$ cat config.mk
export PLATFORM = sky130hd
export DESIGN_NAME = fan_commutation
export DESIGN_NICKNAME = d
export VERILOG_FILES = /design/src/design/fan_pkg.sv /design/src/design/pwm_ramp.sv /design/src/design/fan_commutation.sv
export SDC_FILE = /design/constraint.sdc
export NUM_CORES = 1
export LEC_CHECK = 0
export ABC_AREA = 1
export ABC_CLOCK_PERIOD_IN_PS = 7500
export BUFFER_PORTS_ARGS = -buffer_cell sky130_fd_sc_hd__buf_4
export CAP_MARGIN = 25
export CORE_UTILIZATION = 45
export DETAILED_ROUTE_END_ITERATION = 6
export PLACE_DENSITY = 0.67
export SYNTH_ARGS = -nofsm -noshare
export SYNTH_HDL_FRONTEND = slang
export SYNTH_HIERARCHICAL = 1
export SYNTH_SLANG_ARGS = --single-unit
export TNS_END_PERCENT = 100
$ cat constraint.sdc
create_clock -name CLK -period 7.5 [get_ports CLK]
set_clock_uncertainty 0.2 [all_clocks]
set_input_delay 1.5 -clock CLK [delete_from_list [all_inputs] [get_ports CLK]]
set_output_delay 1.5 -clock CLK [all_outputs]
set_load 0.05 [all_outputs]
$ cat src/design/fan_pkg.sv
// Purpose: shared constants and types for the two-phase fan commutation block
// Assumes: 100 MHz core clock; analog levels arrive as 10 mV codes
// Notes: long cycle counts are defaults for top-level parameters
package fan_pkg;

  // core clock
  localparam int CLK_HZ = 100_000_000;
  localparam int CLK_PERIOD_NS = 10;

  // threshold and setpoint levels, in millivolts
  localparam int UPPER_MV = 2000;
  localparam int LOWER_MV = 1000;
  localparam int SETPOINT_OPEN_MV = 1500;
  localparam int SETPOINT_LSB_MV = 10;
  localparam logic [9:0] UPPER_THRESHOLD = 10'(UPPER_MV / SETPOINT_LSB_MV);
  localparam logic [9:0] LOWER_THRESHOLD = 10'(LOWER_MV / SETPOINT_LSB_MV);
  localparam logic [9:0] SETPOINT_OPEN = 10'(SETPOINT_OPEN_MV / SETPOINT_LSB_MV);

  // pwm ramp: frequency and charge/discharge currents in nA
  localparam int PWM_FREQ_HZ = 24_000;
  localparam int PWM_CYCLES = CLK_HZ / PWM_FREQ_HZ;
  localparam int PWM_CHARGE_NA = 4_300;
  localparam int PWM_DISCHARGE_NA = 62_000;

  // stall timer: one tick per millisecond
  localparam int TICK_MS = 1;
  localparam int TICK_CYCLES = CLK_HZ / 1000 * TICK_MS;
  localparam int RETRY_ON_MS = 330;
  localparam int RETRY_OFF_MS = 4000;
  // charging from zero to the upper level spans twice the between-threshold swing
  localparam int STALL_DETECT_MS = RETRY_ON_MS * UPPER_MV / (UPPER_MV - LOWER_MV);
  localparam int RETRY_ON_TICKS = RETRY_ON_MS / TICK_MS;
  localparam int RETRY_OFF_TICKS = RETRY_OFF_MS / TICK_MS;
  localparam int STALL_DETECT_TICKS = STALL_DETECT_MS / TICK_MS;

  // stall supervisor states, gray along detect -> on -> off
  typedef enum logic [1:0] {
    ST_DETECT = 2'h0,
    ST_RETRY_ON = 2'h1,
    ST_RETRY_OFF = 2'h3
  } stall_state_t;

  // variant of the stall/tach output pin
  typedef enum logic [1:0] {
    OUT_COMBINED = 2'h0,
    OUT_STALL_ONLY = 2'h1,
    OUT_TACH_ONLY = 2'h2
  } out_mode_t;

endpackage : fan_pkg

$ cat src/design/pwm_ramp.sv
// Purpose: digital model of the triangular pwm ramp and its setpoint compare
// Assumes: setpoint is a 10 mV code from logic on the same clock
// Notes: the ramp rises slowly and falls fast, as the capacitor does
`timescale 1ns/1ps
module pwm_ramp #(
  parameter int CYCLES = fan_pkg::PWM_CYCLES
) (
  input wire logic clk,
  input wire logic arst_n,
  input wire logic [9:0] setpoint,
  output logic window
);

  // rising share of the period follows the current ratio
  localparam int RISE = CYCLES * (fan_pkg::PWM_DISCHARGE_NA / 100)
    / ((fan_pkg::PWM_CHARGE_NA + fan_pkg::PWM_DISCHARGE_NA) / 100);
  localparam int FALL = CYCLES - RISE;
  localparam int SPAN = int'(fan_pkg::UPPER_THRESHOLD - fan_pkg::LOWER_THRESHOLD);

  logic [15:0] cnt; // position inside the pwm period
  logic [31:0] level_num; // setpoint above lower threshold
  logic [31:0] rise_lhs; // ramp progress while rising
  logic [31:0] fall_lhs; // ramp progress while falling
  logic rising; // first part of the period
  logic above; // ramp level exceeds setpoint
  logic next_window;

  // compare in the time domain to avoid a divider
  assign level_num = 32'(setpoint) - 32'(fan_pkg::LOWER_THRESHOLD);
  assign rising = 32'(cnt) < 32'(RISE);
  assign rise_lhs = 32'(cnt) * 32'(SPAN);
  assign fall_lhs = (32'(cnt) - 32'(RISE)) * 32'(SPAN);
  assign above = rising ? (rise_lhs > level_num * 32'(RISE))
                        : (fall_lhs < (32'(SPAN) - level_num) * 32'(FALL));
  // below the lower level the ramp is always above; at or over the upper, never
  assign next_window = (setpoint <= fan_pkg::LOWER_THRESHOLD) ? 1'b1 :
                       (setpoint >= fan_pkg::UPPER_THRESHOLD) ? 1'b0 : above;

  // period counter wraps once per pwm cycle
  always_ff @(posedge clk or negedge arst_n) begin
    if (!arst_n) begin
      cnt <= 16'h0000;
      window <= 1'b0;
    end else begin
      cnt <= (32'(cnt) == CYCLES - 1) ? 16'h0000 : cnt + 16'h0001;
      window <= next_window;
    end
  end

endmodule : pwm_ramp

$ cat src/design/fan_commutation.sv
// Purpose: commutation, pwm speed and stalled-rotor supervision of a two-phase fan
// Assumes: position sensor and external pwm arrive as logic levels from pins;
//   setpoint arrives as a 10 mV code from a converter on CLK
// Notes: one clock; stall timing runs on a 1 ms enable pulse
// Overview of operation
// - sensor plus above minus selects phase B
// - at most one phase active; opposite selects A
// - speed set by pwm on phase outputs
// - setpoint 2V gives zero, 1V full
// - open setpoint acts as 1.5V, half duty
// - setpoint at 2V or more disables drive, except with external pwm selected
// - combined output toggles at twice rotation
// - combined output held high while stalled
// - stall-only output high only when stalled
// - tach-only output is inverted sensor copy
// - stalled: short drive, long wait, repeat
// - detect charge from zero, retry between thresholds
// - retry on 0.33s, off 4.0s
// - ramp between thresholds sets 24kHz period
`timescale 1ns/1ps
module fan_commutation #(
  parameter int PWM_CYCLES = fan_pkg::PWM_CYCLES,
  parameter int TICK_CYCLES = fan_pkg::TICK_CYCLES,
  parameter int STALL_DETECT_TICKS = fan_pkg::STALL_DETECT_TICKS,
  parameter int RETRY_ON_TICKS = fan_pkg::RETRY_ON_TICKS,
  parameter int RETRY_OFF_TICKS = fan_pkg::RETRY_OFF_TICKS,
  parameter fan_pkg::out_mode_t OUT_MODE = fan_pkg::OUT_COMBINED
) (
  input wire logic CLK,
  input wire logic ARST_N,
  input wire logic HALL_POS,
  input wire logic HALL_NEG,
  input wire logic [9:0] SPEED_SETPOINT_IN,
  input wire logic SPEED_OPEN,
  input wire logic EXT_PWM_MODE,
  input wire logic PWM_RAMP_IN,
  output logic PHASE_A_DRIVE,
  output logic PHASE_B_DRIVE,
  output logic STALL_TACH_OUT,
  output logic STALL_TACH_OE_N,
  output logic STALLED
);

  // pin synchronisers: bit 0 hall+, 1 hall-, 2 open, 3 ext mode, 4 ext pwm
  localparam int NSYNC = 5;
  logic [NSYNC-1:0] pins; // raw pin levels
  logic [NSYNC-1:0] sync1; // first stage, read only by the second
  logic [NSYNC-1:0] sync2;
  logic [NSYNC-1:0] sync3;
  logic [NSYNC-1:0] filt; // accepted level once stages two and three agree
  logic [NSYNC-1:0] next_filt;

  assign pins = {PWM_RAMP_IN, EXT_PWM_MODE, SPEED_OPEN, HALL_NEG, HALL_POS};

  // a glitch shorter than one clock never reaches the filtered level
  assign next_filt = (sync3 & ~(sync2 ^ sync3)) |
                     (filt & (sync2 ^ sync3));

  // three flops then agreement filter
  always_ff @(posedge CLK or negedge ARST_N) begin
    if (!ARST_N) begin
      sync1 <= 5'h00;
      sync2 <= 5'h00;
      sync3 <= 5'h00;
      filt <= 5'h00;
    end else begin
      sync1 <= pins;
      sync2 <= sync1;
      sync3 <= sync2;
      filt <= next_filt;
    end
  end

  wire hall_p = filt[0];
  wire hall_n = filt[1];
  wire sp_open = filt[2];
  wire ext_mode = filt[3];
  wire ext_pwm = filt[4]; // already a logic level: low means under 1V, high over 2V

  // commutation select
  logic phase_b_sel; // 1 while phase B is the active phase
  logic next_phase_b_sel;
  logic hall_edge; // commutation point seen

  // equal levels give no decision, so the last phase is kept
  assign next_phase_b_sel = (hall_p && !hall_n) ? 1'b1 :
                            (!hall_p && hall_n) ? 1'b0 : phase_b_sel;
  assign hall_edge = next_phase_b_sel != phase_b_sel;

  always_ff @(posedge CLK or negedge ARST_N) begin
    if (!ARST_N) begin
      phase_b_sel <= 1'b0;
    end else begin
      phase_b_sel <= next_phase_b_sel;
    end
  end

  // speed setpoint: unconnected pin sits at the internal divider level
  logic [9:0] setpoint;
  logic disabled; // setpoint at or above the upper level
  logic ramp_window; // internal ramp above setpoint
  logic pwm_on;

  assign setpoint = sp_open ? fan_pkg::SETPOINT_OPEN : SPEED_SETPOINT_IN;
  assign disabled = setpoint >= fan_pkg::UPPER_THRESHOLD;

  // ramp between thresholds, compared against setpoint
  pwm_ramp #(
    .CYCLES(PWM_CYCLES)
  ) u_ramp (
    .clk(CLK),
    .arst_n(ARST_N),
    .setpoint(setpoint),
    .window(ramp_window)
  );

  // external source replaces the ramp when no capacitor is fitted
  assign pwm_on = ext_mode ? ext_pwm : (ramp_window && !disabled);

  // millisecond enable for the stall timer
  logic [16:0] tick_cnt;
  logic tick;

  assign tick = 32'(tick_cnt) == TICK_CYCLES - 1;

  always_ff @(posedge CLK or negedge ARST_N) begin
    if (!ARST_N) begin
      tick_cnt <= 17'h0_0000;
    end else begin
      tick_cnt <= tick ? 17'h0_0000 : tick_cnt + 17'h0_0001;
    end
  end

  // stall supervisor: detect charge, then retry on/off cycling
  fan_pkg::stall_state_t state;
  fan_pkg::stall_state_t next_state;
  logic [12:0] stall_timer_ramp; // elapsed ticks in the current phase
  logic [12:0] next_timer;
  logic stalled;
  logic next_stalled;
  logic timer_at_end; // current phase has reached its threshold
  logic [31:0] phase_len;

  // each phase is one charge or discharge between two levels
  assign phase_len = (state == fan_pkg::ST_DETECT) ? 32'(STALL_DETECT_TICKS) :
                     (state == fan_pkg::ST_RETRY_ON) ? 32'(RETRY_ON_TICKS) :
                     32'(RETRY_OFF_TICKS);
  assign timer_at_end = tick && (32'(stall_timer_ramp) + 32'd1 >= phase_len);

  always_comb begin
    next_state = state;
    next_timer = stall_timer_ramp;
    next_stalled = stalled;
    if (hall_edge) begin
      // rotation seen: timer back to zero and flag dropped
      next_state = fan_pkg::ST_DETECT;
      next_timer = 13'h0000;
      next_stalled = 1'b0;
    end else if (tick) begin
      next_timer = stall_timer_ramp + 13'h0001;
      unique case (state)
        fan_pkg::ST_DETECT: begin
          // no edge within the detect time: declare stall, start a retry burst
          if (timer_at_end) begin
            next_state = fan_pkg::ST_RETRY_ON;
            next_timer = 13'h0000;
            next_stalled = 1'b1;
          end
        end
        fan_pkg::ST_RETRY_ON: begin
          if (timer_at_end) begin
            next_state = fan_pkg::ST_RETRY_OFF;
            next_timer = 13'h0000;
          end
        end
        fan_pkg::ST_RETRY_OFF: begin
          if (timer_at_end) begin
            next_state = fan_pkg::ST_RETRY_ON;
            next_timer = 13'h0000;
          end
        end
        default: begin
          // unused code recovers to a fresh detect
          next_state = fan_pkg::ST_DETECT;
          next_timer = 13'h0000;
        end
      endcase
    end
  end

  always_ff @(posedge CLK or negedge ARST_N) begin
    if (!ARST_N) begin
      state <= fan_pkg::ST_DETECT;
      stall_timer_ramp <= 13'h0000;
      stalled <= 1'b0;
    end else begin
      state <= next_state;
      stall_timer_ramp <= next_timer;
      stalled <= next_stalled;
    end
  end

  // phase outputs: only the selected phase may carry the pwm
  logic drive_allowed; // not in the retry wait
  logic next_a;
  logic next_b;

  assign drive_allowed = state != fan_pkg::ST_RETRY_OFF;
  assign next_b = phase_b_sel && pwm_on && drive_allowed;
  assign next_a = !phase_b_sel && pwm_on && drive_allowed;

  // stall/tach pin level for the chosen variant
  logic next_pin;
  assign next_pin = (OUT_MODE == fan_pkg::OUT_STALL_ONLY) ? stalled :
                    (OUT_MODE == fan_pkg::OUT_TACH_ONLY) ? !phase_b_sel :
                    (stalled || !phase_b_sel);

  // registered outputs keep the drive free of decode glitches
  always_ff @(posedge CLK or negedge ARST_N) begin
    if (!ARST_N) begin
      PHASE_A_DRIVE <= 1'b0;
      PHASE_B_DRIVE <= 1'b0;
      STALL_TACH_OE_N <= 1'b1;
    end else begin
      PHASE_A_DRIVE <= next_a;
      PHASE_B_DRIVE <= next_b;
      // open collector: enable low pulls the pin down, release lets it rise
      STALL_TACH_OE_N <= next_pin;
    end
  end

  // only ever drives low; the high level comes from the external pull-up
  assign STALL_TACH_OUT = 1'b0;
  assign STALLED = stalled;

endmodule : fan_commutation

# Word level (Yosys, flattened, before mapping)
# Index checks and enable logic that the tools add are counted.
[classes] add_sub_neg=7 n_mul=4 magnitude_cmp=6 eq_ne=8 muxes=24 n_bitwise=5 reduce_logical=21
[op_table] operator="13-bit two-way mux" n=4
[op_table] operator="23-bit by 32-bit greater-than comparator with 1-bit output" n=1
[op_table] operator="32-bit less-than comparator" n=1
[op_table] operator="32-bit by 12-bit multiplier with 32-bit output, second input constant" n=1
[op_table] operator="32-bit by 5-bit multiplier with 30-bit output, second input constant" n=1
[op_table] operator="32-bit by 9-bit multiplier with 32-bit output, second input constant" n=1
[op_table] operator="7-bit by 32-bit subtractor with 32-bit output, first input constant" n=1
[op_table] operator="12-bit two-way mux" n=2
[op_table] operator="16-bit by 5-bit multiplier with 21-bit output, second input constant" n=1
[op_table] operator="17-bit by 1-bit adder with 17-bit output, second input constant" n=1
[op_table] operator="17-bit == test, second input constant" n=1
[op_table] operator="17-bit two-way mux" n=1
[op_table] operator="16-bit by 12-bit subtractor with 17-bit output, second input constant" n=1
[op_table] operator="16-bit by 1-bit adder with 16-bit output, second input constant" n=1
[op_table] operator="16-bit by 13-bit == test with 1-bit output, second input constant" n=1
[op_table] operator="16-bit by 12-bit less-than comparator with 1-bit output, second input constant" n=1
[op_table] operator="16-bit two-way mux" n=1
[op_table] operator="13-bit by 1-bit adder with 14-bit output, second input constant" n=1
[op_table] operator="14-bit by 12-bit >= comparator with 1-bit output" n=1
[op_table] operator="13-bit by 1-bit adder with 13-bit output, second input constant" n=1
[op_table] operator="10-bit by 7-bit subtractor with 11-bit output, second input constant" n=1
[op_table] operator="5-bit AND" n=2
[op_table] operator="10-bit by 8-bit >= comparator with 1-bit output, second input constant" n=1
[op_table] operator="10-bit by 7-bit <= comparator with 1-bit output, second input constant" n=1
[op_table] operator="other kinds (21)" n=46
[totals] reg_bits=74 inputBits=17 out_inout_bits=5 word_cells=89

# Depth between registers and ports, before layout
# Gate-level depths: netlist of the first run.
[depth] depth_word=9 depth_mapped=47 ltp_nobuf=47

# Modules after synthesis
# Netlist of the first run, hierarchy kept.
[modules_own_cells] mod="pwm_ramp" n_inst=1 cells_each=1406 area_per_inst_um2=10960.5 seq_area_each_um2=425.4
[modules_own_cells] mod="fan_commutation" n_inst=1 cells_each=333 area_per_inst_um2=3054.2 seq_area_each_um2=1427.6

# Least setup slack after synthesis of the first run
# No wires, ideal clock.
[synth_timing] path_kind="input port to flip-flop" startpoint="input SPEED_SETPOINT_IN[2]" endpoint="register u_ramp.window" setup_ps=117 t_arrival_ps=8187 t_required_ps=7183 path_slack_ps=-1004 cell_stages=44 n_path_buf=0 path_cell_list="or2_2 > inv_2 > ha_1 > inv_1 > nand2_1 > nand2_1 > inv_1 > ha_1 > nand2_1 > nand2_1 > nand2_2 > nor2_4 > nand2_2 > nand2_2 > inv_1 > ha_1 > xor2_1 > inv_1 > [... 8 more ...] > nor4_1 > nand4_1 > nand3_1 > nand3_2 > nand2_2 > nand2_2 > nand2_2 > nand2_2 > ha_1 > inv_1 > nor2_2 > nand2_1 > nor2_1 > nand3_1 > nand4_1 > nand2_1 > nand2_1 > nand2_1"
[synth_via] elab_chain_len=8 word_cells_on_any_way=12 cone_classes="2 x add/sub; 2 x mul; 4 x order compare; 4 x mux"
[synth_rtl] item="start: declaration" line="fan_commutation.sv:33" text="input wire logic [9:0] SPEED_SETPOINT_IN,"
[synth_rtl] item="10-bit two-way mux (*)" line="fan_commutation.sv:104" text="assign setpoint = sp_open ? fan_pkg::SETPOINT_OPEN : SPEED_SETPOINT_IN;"
[synth_rtl] item="10-bit by 7-bit subtractor with 11-bit output" line="pwm_ramp.sv:29" text="assign level_num = 32'(setpoint) - 32'(fan_pkg::LOWER_THRESHOLD);"
[synth_rtl] item="7-bit by 32-bit subtractor with 32-bit output" line="pwm_ramp.sv:34" text=": (fall_lhs < (32'(SPAN) - level_num) * 32'(FALL));"
[synth_rtl] item="32-bit by 9-bit multiplier with 32-bit output" line="pwm_ramp.sv:34"
[synth_rtl] item="32-bit less-than comparator" line="pwm_ramp.sv:34"
[synth_rtl] item="1-bit two-way mux" line="pwm_ramp.sv:33" text="assign above = rising ? (rise_lhs > level_num * 32'(RISE))"
[synth_rtl] item="1-bit two-way mux" line="pwm_ramp.sv:37" text="(setpoint >= fan_pkg::UPPER_THRESHOLD) ? 1'b0 : above;"
[synth_rtl] item="1-bit two-way mux (*)" line="pwm_ramp.sv:36" text="assign next_window = (setpoint <= fan_pkg::LOWER_THRESHOLD) ? 1'b1 :"
[synth_rtl] item="named net u_ramp.next_window" line="pwm_ramp.sv:26" text="logic next_window;"
[synth_rtl] item="end signal: assignment" line="pwm_ramp.sv:46" text="window <= next_window;"
[synth_rtl] item="end: declaration" line="pwm_ramp.sv:11" text="output logic window"
# Mark *: on every way through the listed nets, which the timed path passes. The rest lies on a longest branch.
# A chain may end at the register's enable or synchronous reset.

# Worst setup path in the final report of the first run
[layout_timing] startpoint="input SPEED_SETPOINT_IN[2]" endpoint="register u_ramp.window"
[layout_via] elab_chain_len=8 word_cells_on_any_way=12 cone_classes="2 x add/sub; 2 x mul; 4 x order compare; 4 x mux"
[layout_rtl] item="10-bit two-way mux (*)" line="fan_commutation.sv:104"
[layout_rtl] item="named net setpoint[2]" line="fan_commutation.sv:99" text="logic [9:0] setpoint;"
[layout_rtl] item="10-bit by 7-bit subtractor with 11-bit output" line="pwm_ramp.sv:29"
[layout_rtl] item="7-bit by 32-bit subtractor with 32-bit output" line="pwm_ramp.sv:34"
[layout_rtl] item="32-bit by 9-bit multiplier with 32-bit output" line="pwm_ramp.sv:34"
[layout_rtl] item="32-bit less-than comparator" line="pwm_ramp.sv:34"
[layout_rtl] item="1-bit two-way mux" line="pwm_ramp.sv:33"
[layout_rtl] item="1-bit two-way mux" line="pwm_ramp.sv:37"
[layout_rtl] item="1-bit two-way mux (*)" line="pwm_ramp.sv:36"
[layout_rtl] item="named net u_ramp.next_window" line="pwm_ramp.sv:26"
# Marked as above.

==> Flow_metrics.wiki, run 1 <==
{| class="wikitable"
! Metric !! Value
|-
| Multiplexer area fraction after synthesis || 0
|-
| Run status || complete, but fails checks
|-
| Nets@finish || 2,404
|-
| Type of origin of the critical path || input pin
|-
| Post-synthesis sequential area ratio || 0.1322
|-
| Port bufs || 20
|-
| Source-to-sink clock delay at the later pin of the worst-skew pair || 0.34 ns
|-
| Antenna violations before repair || 1
|-
| Layout fillers || 2,747
|-
| Post-synthesis register bit count || 74
|-
| Share of the synthesized netlist area taken by xor and xnor gates || 0.07169
|-
| Floorplan die height || 178.5 um
|-
| Cell with the most instances on the worst path || ha_4
|-
| Type of the tightest min-delay check || flop to flop
|-
| Count of flip-flops with a built-in enable after synthesis || 0
|-
| Half-perimeter wire length of the detailed placement result || 27,690 um
|-
| Post-synthesis cell type count || 57
|-
| Vias after detailed routing || 11,690
|-
| Maximum number of pins on one net before global-route repair || 65
|-
| Least setup slack across all paths after layout || -0.2001 ns
|-
| Global router's overall resource usage || 0.2139
|-
| Total standard cell area after synthesis || 0.01401 sq mm
|-
| Clock Sinks || 74
|-
| Reg clk slew, reported paths || 0.06 ns
|-
| Routability congestion estimate || 0.8976
|-
| Compound-gate portion of the synthesized area || 0.09428
|-
| Slew Limit Headroom || 0.3219
|-
| Largest family of logic cells by synthesized area || adder cells
|-
| Total I/O pin count || 22
|-
| Post-Syn Instances || 1,739
|-
| Required time reported for the critical path endpoint || 7.57 ns
|-
| Routed length per instance || 13.60 um
|-
| Effective utilization at floorplan || 0.4582
|-
| Number of buffers on the longest clock path || 2
|-
| Ant diodes || 0
|-
| Placed instance area || 0.01646 sq mm
|-
| Final Max Slew Viols || 0
|-
| Crit. End Element || flop
|-
| Share of synthesized cell area in and, or, nand and nor gates || 0.1643
|-
| Setup repair after global routing missed its margin || true
|-
| Max-cap check violation count || 0
|-
| Clock tree from TritonCTS || yes
|-
| Avg Cell Area, Syn || 8.059 sq um
|-
| Adder-cell share of the synthesized area || 0.4210
|-
| Async set-reset flop share out of synthesis || 1.000
|-
| Ys flop type || dfrtp_1
|-
| Remaining DRCs || 0
|-
| First-pass GRT wire length || 54,700 um
|-
| Maximum clock frequency || 129.9 MHz
|-
| Grt ovf || 0
|-
| Violated checks || negative setup slack
|-
| Residual antenna-violating net count after detailed routing || 0
|-
| Die Footprint || 0.03185 sq mm
|-
| Placement Rows || 64
|-
| Biggest cell delay along the critical path || 0.54 ns
|-
| Via count of the first global-routing pass || 11,920
|-
| Final design area excluding fillers || 0.01741 sq mm
|-
| Layout cells sized above 1 || 0.2302
|-
| Transition time at the pin with the least slew margin || 1.013 ns
|-
| Minimum clock period after layout || 7.700 ns
|-
| Growth of design area from synthesis to finish || 24.25%
|-
| First-pass iteration count of the detailed router || 5
|-
| Largest fanout of any net on the critical path || 5
|-
| Final hold vios || 0
|-
| Root buffer cell || clkbuf_16
|-
| Cell at the slowest stage of the critical path || fa_1
|-
| Die X-Extent || 178.5 um
|-
| Number of CTS-inserted buffers || 9
|-
| H-Tree Level Count || 3
|-
| Placeable core region || 0.03059 sq mm
|-
| Final critical-path share of the clock period || 1.027
|-
| Commonest cells after routing, fill and taps aside || inv_1 (397), ha_1 (279), buf_4 (224)
|-
| Vias per cell || 4.920
|-
| Most common cell after layout, fill and taps aside || inv_1
|-
| Warnings, synthesis || 6
|-
| Iter 0 DRT Violations || 438
|-
| Crit path arrival time || 7.77 ns
|-
| Critical setup path kind || input pin to flop
|-
| Total Wirelength || 32,330 um
|-
| Number of endpoints failing setup at the final stage || 1
|-
| Post-Synthesis Net Count || 2,166
|}
-- cell type report --
class | count | area, sq um | share of cell area
multi-input combinational | 1232 | 11370 | 0.6527
sequential | 74 | 1853 | 0.1064
timing repair buffer | 231 | 1787 | 0.1026
inverter | 429 | 1627 | 0.09341
tap | 396 | 495.5 | 0.02845
clock buffer | 10 | 229.0 | 0.01315
clock inverter | 5 | 56.30 | 0.003233
-- stage by stage --
step | instances | TNS, ns | util | hold WS (ns) | setup WS [ns]
after global routing | 2377 | -0.4892 | 0.5692 | 0.1579 | -0.4892
after CTS | 2361 | -0.09102 | 0.5552 | 0.1467 | -0.09102
final | 2377 | -0.2001 | 0.5692 | 0.1464 | -0.2001
after floorplan | 1739 | -0.1522 | - | 0.1312 | -0.1522
after detailed placement | 2336 | -0.7884 | 0.5380 | 0.1347 | -0.7884
after global placement | 2336 | -0.6460 | 0.5380 | 0.1345 | -0.6460
-- sequential cells by signal, indices dropped and copies added, names as in the netlist, named ones only --
name	cells
sync1	5
u_ramp/cnt	16
STALLED	1
sync2	5
PHASE_B_DRIVE	1
phase_b_sel	1
PHASE_A_DRIVE	1
sync3	5
stall_timer_ramp	13
tick_cnt	17
state	2
u_ramp/window	1
STALL_TACH_OE_N	1
-- cells in the mapped netlist, types with 2 or more instances --
cell type	n	area, sq um
inv_1	416	1562
ha_1	314	3929
nand2_1	230	863.3
a21oi_1	113	565.5
fa_1	96	1922
xor2_1	83	727.0
dfrtp_1	73	1827
nor2_1	71	266.5
nand3_1	56	280.3
o21ai_0	38	190.2
xnor2_1	28	245.2
nand2_2	24	150.1
nand4_1	21	131.4
nor3_1	16	80.08
o21bai_1	16	120.1
nor2_2	13	81.33
inv_2	12	45.04
nand3_2	10	100.1
o21ai_2	10	87.58
a31oi_1	9	56.30
nor4_1	7	43.79
o22ai_1	6	37.54
or2_2	6	37.54
a21o_1	5	37.54
maj3_1	5	50.05
nor2_4	5	56.30
nand2_4	4	45.04
o31ai_1	4	30.03
a211oi_1	3	22.52
a21boi_0	3	22.52
clkbuf_1	3	11.26
nand3_4	3	52.55
nor3_2	3	30.03
o21a_1	3	22.52
o221ai_1	3	26.28
nand3b_1	2	15.01
o211ai_1	2	15.01
o21ai_1	2	10.01
o22ai_2	2	25.02
or2_1	2	12.51
-- cells by family after synthesis --
| kind of cell | Yosys count |
|---|---|
| and+or+nand+nor | 478 |
| buffers and inverters | 433 |
| adders and majority gates | 415 |
| AOI/OAI and AO/OA | 225 |
| xor gates and xnor gates | 113 |
| DFF | 74 |
| other | 1 |
-- per-layer routing --
metal,vias to the layer above,track usage,part of all wire
met5,-,0,0.00025
met4,2,0.05226,0.020
met3,42,0.01769,0.022
met2,137,0.3915,0.51
met1,5506,0.2689,0.45
li1,6007,-,-
-- critical path, delay by kind of cell --
family	cells	cell delay [ns]
compound gates	6	0.97
xor+xnor	2	0.44
fa+ha+maj	9	2.70
buf+inv	9	0.71
simple gates	14	1.42
-- path summary, 6_finish.rpt --
kind                       slack, ns  depth (start not counted)            startpoint            end
min reg2reg                     0.15                          0              sync1[4]       sync2[4]
max in group asynchronous       5.21                          2                ARST_N  u_ramp/cnt[4]
min in group asynchronous       0.79                          1                ARST_N   tick_cnt[10]
min                             0.15                          0              sync1[4]       sync2[4]
max reg2reg                     0.45                         41                  flop  u_ramp/window
max                            -0.20                         40  SPEED_SETPOINT_IN[2]  u_ramp/window
-- timing repair --
action                     in CTS  in global routing
pin swaps                      32                 72
hold buffers                    0                  0
cloned                          0                  0
setup endpoints to repair       1                  1
setup buffers                  10                 16
gates resized for setup        32                 63
Power of run 1 is left out: the tool's default activity adds up to more than one toggle a clock period on the data nets, which glitch-free logic cannot reach.
==> run 2: changes to the inputs <==
==> constraint.sdc (replaced) <==
create_clock -name CLK -period 7.5 [get_ports CLK]
set_clock_uncertainty 0.2 [all_clocks]
set_input_delay 1.125 -clock CLK [delete_from_list [all_inputs] [get_ports CLK]]
set_output_delay 1.125 -clock CLK [all_outputs]
set_load 0.05 [all_outputs]
==> run 2 against run 1 <==
  * The run now ends clean
  * Hold slack gained 0.00085 ns
  * Register-to-register slack is essentially flat
  * Count of clock-buffer cells in the layout is the same
  * Sequential cell count is the same
==> Flow_metrics.wiki, run 2 (synthesis gave the netlist of run 1 again) <==
{| class="wikitable"
! Metric !! Value
|-
| Cell with the most instances on the worst path || nand2_1
|-
| Hold slack final || 0.1473 ns (+0.0008450 ns)
|-
| Total I/O pin count || 22 (unchanged)
|-
| First-pass GRT wire length || 53,380 um (-2.4%)
|-
| Number of CTS-inserted buffers || 9 (unchanged)
|-
| Critical setup path kind || input pin to flop
|-
| Max-cap check violation count || 0 (unchanged)
|-
| H-Tree Level Count || 3 (unchanged)
|-
| Top register by number of flip-flops || tick_cnt
|-
| Nets@finish || 2,363 (-1.7%)
|-
| Floorplan die height || 178.5 um (unchanged)
|-
| Largest register FFs || 17 (unchanged)
|-
| Remaining DRCs || 0 (unchanged)
|-
| Iter 0 DRT Violations || 535 (+22%)
|-
| Number of endpoints failing setup at the final stage || 0 (-1)
|-
| Die Footprint || 0.03185 sq mm (unchanged)
|-
| Slew Limit Headroom || 0.3484 (+0.02648)
|-
| Die X-Extent || 178.5 um (unchanged)
|-
| Largest registers || tick_cnt x17, u_ramp/cnt x16, stall_timer_ramp x13
|-
| Largest fanout of any net on the critical path || 5 (unchanged)
|-
| Layout fillers || 2,793 (+1.7%)
|-
| Final critical-path share of the clock period || 0.9695 (-0.05716)
|-
| Global router's overall resource usage || 0.2082 (-0.005694)
|-
| Crit. End Element || flop
|-
| Cell at the slowest stage of the critical path || fa_1
|-
| Source-to-sink clock delay at the later pin of the worst-skew pair || 0.36 ns (+0.02 ns)
|-
| Routability congestion estimate || 0.8931 (-0.50%)
|-
| Run status || finished, final reports clean
|-
| Clock Sinks || 74 (unchanged)
|-
| Commonest cells after routing, fill and taps aside || inv_1 (406), ha_1 (286), nand2_1 (216)
|-
| Type of origin of the critical path || input pin
|-
| Port bufs || 20 (unchanged)
|-
| Most common cell after layout, fill and taps aside || inv_1
|-
| Reg clk slew, reported paths || 0.08 ns (+0.02 ns)
|-
| Register-to-register path setup slack || 0.45 ns (about the same)
|-
| Placement Rows || 64 (unchanged)
|-
| Maximum clock frequency || 137.5 MHz (+5.9%)
|-
| Residual antenna-violating net count after detailed routing || 0 (unchanged)
|-
| Effective utilization at floorplan || 0.4582 (unchanged)
|-
| Clock tree from TritonCTS || yes
|-
| Grt ovf || 0 (unchanged)
|-
| Biggest cell delay along the critical path || 0.52 ns (-0.02 ns)
|-
| Maximum number of pins on one net before global-route repair || 58 (-11%)
|-
| Layout cells sized above 1 || 0.2035 (-0.02668)
|-
| Total Wirelength || 31,830 um (-1.6%)
|-
| Vias after detailed routing || 11,560 (-1.2%)
|-
| Via count of the first global-routing pass || 11,570 (-3.0%)
|-
| Half-perimeter wire length of the detailed placement result || 26,870 um (-2.9%)
|-
| Type of the tightest min-delay check || flop to flop
|-
| Final hold vios || 0 (unchanged)
|-
| Crit path arrival time || 7.33 ns (-0.44 ns)
|-
| Minimum clock period after layout || 7.271 ns (-0.4287 ns)
|-
| Required time reported for the critical path endpoint || 7.56 ns (about the same)
|-
| Vias per cell || 4.942 (+0.46%)
|-
| Antenna violations before repair || 2 (+1)
|-
| Growth of design area from synthesis to finish || 21.11%
|-
| Transition time at the pin with the least slew margin || 0.9738 ns (-0.03957 ns)
|-
| Hold-fix buffers at CTS || 0 (unchanged)
|-
| Placeable core region || 0.03059 sq mm (unchanged)
|-
| Routed length per instance || 13.61 um (about the same)
|-
| Root buffer cell || clkbuf_16
|-
| First-pass iteration count of the detailed router || 5 (unchanged)
|-
| Number of buffers on the longest clock path || 2 (unchanged)
|-
| Final Max Slew Viols || 0 (unchanged)
|}
## run 2: cell types whose count changed in the layout (fill, tap and decap cells not counted), moves of 6 or more
| cell | previous run | this run |
|---|---|---|
| ha_1 | 279 | 286 |
| ha_4 | 33 | 26 |
| inv_2 | 27 | 19 |
| nand2_4 | 18 | 12 |
| inv_1 | 397 | 406 |
| buf_4 | 224 | 190 |
| nand2_2 | 22 | 28 |
## run 2: routing by layer
metal	up-vias	track usage	wire (um)
met5	-	0	0
met4	0	0.04167	384
met3	19	0.02110	639
met2	112	0.3831	16400
met1	5489	0.2612	14410
li1	5935	-	-
## run 2: layout make-up
class                           count  area, sq um  area share
Antenna cell                        1        2.502   0.0001474
Clock buffer                       10        239.0     0.01408
Clock inverter                      6        90.09    0.005308
Inverter                          429         1623     0.09561
Multi-Input combinational cell   1232        11240      0.6624
Sequential cell                    74         1853      0.1092
Tap cell                          396        495.5     0.02919
Timing Repair Buffer              190         1426     0.08404
## run 2: critical path: cells and delay by family
family / cells / cell delay [ns]
xor gates and xnor gates: 3 / 0.57
AOI/OAI and AO/OA: 5 / 0.75
and+or+nand+nor: 16 / 1.54
adders and majority gates: 9 / 2.64
buffers and inverters: 7 / 0.68
## run 2: final timing paths
check / startpoint / end / cells after the start
min in group asynchronous: ARST_N / u_ramp/window / 1
worst max-delay path: SPEED_SETPOINT_IN[2] / u_ramp/window / 40
worst min register to register: sync1[4] / sync2[4] / 0
worst max register to register: flop / u_ramp/window / 41
worst min-delay path: sync1[4] / sync2[4] / 0
max in group asynchronous: ARST_N / tick_cnt[8] / 2
## run 2: metrics by stage
step	setup TNS, ns	utilization	worst slack [ns]	instance area (sq um)	instances
finish	0	0.5549	0.2286	16970	2338
global route	-0.05718	0.5548	-0.05718	16970	2337
CTS	0	0.5342	0.001701	16340	2319
detailed placement	-0.3562	0.5234	-0.3562	16010	2303
global placement	-0.2695	0.5234	-0.2695	16010	2303
floorplan	0	-	0.008294	14240	1739
## run 2: repair_timing
item / 4_1_cts / 5_1_grt
setup buffers: 0 / 18
setup endpoints to repair: 0 / 1
hold endpoints to repair: 0 / 0
resized for setup: 0 / 98
Power of run 2 is left out for the same reason.
==> run 3: changes to the inputs <==
--- a/config.mk
+++ b/config.mk
@@ -9,9 +9,9 @@
 export ABC_CLOCK_PERIOD_IN_PS = 7500
 export BUFFER_PORTS_ARGS = -buffer_cell sky130_fd_sc_hd__buf_4
 export CAP_MARGIN = 25
-export CORE_UTILIZATION = 45
+export CORE_UTILIZATION = 50
 export DETAILED_ROUTE_END_ITERATION = 6
-export PLACE_DENSITY = 0.67
+export PLACE_DENSITY = 0.72
 export SYNTH_ARGS = -nofsm -noshare
 export SYNTH_HDL_FRONTEND = slang
 export SYNTH_HIERARCHICAL = 1
==> run 3 against run 2 <==
  * Hold slack is essentially flat
  * Non-clock buffer count grew 2
  * Global-route usage grew 2.3 points
  * Cell count shrank 0.98%
  * Fmax shrank 0.63%
  * First-iteration DRC count shrank 4.3%
  * Critical path depth shrank 4
  * Die area shrank 9.9%
  * Setup slack lost 0.046 ns
  * Wire length grew 4.0%
  * Design area grew 0.93%
  * Sequential share of layout area shrank 0.10 points
==> Flow_metrics.wiki, run 3 (synthesis gave the netlist of run 1 again) <==
{| class="wikitable"
! Metric !! Value
|-
| Port bufs || 20 (unchanged)
|-
| Type of origin of the critical path || input pin
|-
| Largest registers || tick_cnt x17, u_ramp/cnt x16, stall_timer_ramp x13
|-
| Final design area excluding fillers || 0.01713 sq mm (+0.93%)
|-
| Floorplan die height || 169.4 um (-5.1%)
|-
| Nets@finish || 2,365 (+0.085%)
|-
| Antenna violations before repair || 0 (-2)
|-
| Final setup TNS || 0 ns (unchanged)
|-
| Total Wirelength || 33,090 um (+4.0%)
|-
| Via count of the first global-routing pass || 11,860 (+2.5%)
|-
| Iter 0 DRT Violations || 512 (-4.3%)
|-
| Half-perimeter wire length of the detailed placement result || 26,890 um (about the same)
|-
| Residual antenna-violating net count after detailed routing || 0 (unchanged)
|-
| Hold-fix buffers at CTS || 0 (unchanged)
|-
| Minimum clock period after layout || 7.318 ns (+0.04637 ns)
|-
| Worst Hold Path Cells || 0 (unchanged)
|-
| Crit path arrival time || 7.41 ns (+0.08 ns)
|-
| Cell at the slowest stage of the critical path || fa_1
|-
| Final Max Slew Viols || 0 (unchanged)
|-
| Vias after detailed routing || 11,740 (+1.6%)
|-
| Largest register FFs || 17 (unchanged)
|-
| Vias per cell || 5.070 (+2.6%)
|-
| Placement Rows || 60 (-6.3%)
|-
| Register-to-register path setup slack || 0.34 ns (-0.11 ns)
|-
| Growth of design area from synthesis to finish || 22.23%
|-
| Clock tree from TritonCTS || yes
|-
| Layout cells sized above 1 || 0.2229 (+0.01935)
|-
| Number of cell instances on the worst register-to-register path || 37 (-9.8%)
|-
| Type of the tightest min-delay check || flop to flop
|-
| Maximum clock frequency || 136.7 MHz (-0.63%)
|-
| Routed length per instance || 14.29 um (+5.0%)
|-
| Number of endpoints failing setup at the final stage || 0 (unchanged)
|-
| Setup repair after global routing missed its margin || true
|-
| Most common cell after layout, fill and taps aside || inv_1
|-
| Total I/O pin count || 22 (unchanged)
|-
| Die Footprint || 0.02870 sq mm (-9.9%)
|-
| Worst flop-to-flop path endpoint || u_ramp/window
|-
| Effective utilization at floorplan || 0.5143 (+0.05612)
|-
| First-pass iteration count of the detailed router || 4 (-1)
|-
| Clock Sinks || 74 (unchanged)
|-
| Remaining DRCs || 0 (unchanged)
|-
| Least setup slack across all paths after layout || 0.1822 ns (-0.04637 ns)
|-
| Layout fillers || 2,279 (-18%)
|-
| Crit. End Element || flop
|-
| Number of buffers on the longest clock path || 2 (unchanged)
|-
| Critical setup path kind || input pin to flop
|-
| Transition time at the pin with the least slew margin || 0.9806 ns (+0.006822 ns)
|-
| Max-cap check violation count || 0 (unchanged)
|-
| Biggest cell delay along the critical path || 0.61 ns (+0.09 ns)
|-
| Routability congestion estimate || 0.8732 (-2.2%)
|-
| First-pass GRT wire length || 54,340 um (+1.8%)
|-
| Maximum number of pins on one net before global-route repair || 71 (+22%)
|-
| Slew Limit Headroom || 0.3439 (-0.004565)
|-
| Utilization after layout || 0.6286 (+0.07375)
|-
| Worst Hold Launch || sync1[0]
|-
| Min-Delay Endpoint || sync2[0]
|-
| Reg clk slew, reported paths || 0.06 ns (-0.02 ns)
|-
| Top register by number of flip-flops || tick_cnt
|-
| H-Tree Level Count || 3 (unchanged)
|-
| Root buffer cell || clkbuf_16
|-
| Largest fanout of any net on the critical path || 5 (unchanged)
|-
| Commonest cells after routing, fill and taps aside || inv_1 (394), ha_1 (277), nand2_1 (216)
|-
| Final critical-path share of the clock period || 0.9757 (+0.006183)
|-
| Die X-Extent || 169.4 um (-5.1%)
|-
| Source-to-sink clock delay at the later pin of the worst-skew pair || 0.35 ns (about the same)
|-
| Number of CTS-inserted buffers || 9 (unchanged)
|-
| Ant diodes || 0 (-1)
|-
| Run status || finished, final reports clean
|-
| Placeable core region || 0.02725 sq mm (-11%)
|-
| Required time reported for the critical path endpoint || 7.59 ns (+0.03 ns)
|-
| Global router's overall resource usage || 0.2317 (+0.02348)
|-
| Grt ovf || 0 (unchanged)
|-
| Placed instance area || 0.01600 sq mm (about the same)
|-
| Final hold vios || 0 (unchanged)
|-
| Pre-CTS worst setup slack || -0.5671 ns (-0.2109 ns)
|}
==> run 3: cell count changes in the layout (fill, tap and decap cells not counted), moves of 4 or more <==
cell / previous run / this run
a21oi_2: 8 / 13
buf_6: 0 / 5
ha_1: 286 / 277
ha_4: 26 / 35
inv_1: 406 / 394
inv_2: 19 / 32
o21ai_0: 31 / 27
==> run 3: worst max path at each step <==
stage | from | endpoint | slack [ns] | cells past startpoint
6_report | SPEED_SETPOINT_IN[2] | u_ramp/window | 0.18 | 36
5_1_grt | SPEED_SETPOINT_IN[4] | u_ramp/window | -0.08 | 38
4_1_cts | SPEED_SETPOINT_IN[2] | u_ramp/window | 0.009 | 46
3_5_place_dp | SPEED_SETPOINT_IN[3] | u_ramp/window | -0.57 | 37
3_3_place_gp | SPEED_SETPOINT_IN[2] | u_ramp/window | -0.40 | 35
2_1_floorplan | SPEED_SETPOINT_IN[2] | u_ramp/window | 0.008 | 43
==> run 3: repair_timing <==
item / 4_1_cts / 5_1_grt
resized for setup: 12 / 136
gates cloned: 0 / 0
setup buffers: 1 / 17
endpoints found under the setup margin: 1 / 1
pin swaps: 3 / 112
==> run 3: layer usage <==
layer / vias to the layer above / track usage / share of wire
li1: 5925 / - / -
met1: 5665 / 0.3184 / 0.48
met2: 121 / 0.4037 / 0.49
met3: 27 / 0.01749 / 0.023
met4: 0 / 0.03799 / 0.010
met5: - / 0 / 0
==> run 3: metrics by stage <==
stage                     std cells  hold slack (ns)
after detailed placement       2281           0.1372
after floorplan                1739           0.1312
after CTS                      2298           0.1462
final                          2315           0.1468
after global placement         2281           0.1347
after global routing           2315           0.1444
==> run 3: layout make-up <==
type | count | area, sq um | area share
multi-input combinational | 1232 | 11440 | 0.6677
sequential | 74 | 1853 | 0.1082
inverter | 429 | 1619 | 0.09451
timing repair buffer | 192 | 1460 | 0.08524
tap | 372 | 465.4 | 0.02717
clock buffer | 10 | 229.0 | 0.01337
clock inverter | 6 | 65.06 | 0.003798
==> run 3: worst max-delay path, delay by kind of cell <==
kind,cells,cell delay [ns]
buffers and inverters,5,0.40
adders and majority gates,8,2.95
xor gates and xnor gates,1,0.17
AOI/OAI and AO/OA,11,1.68
and+or+nand+nor,11,1.05
Power of run 3 is left out for the same reason.
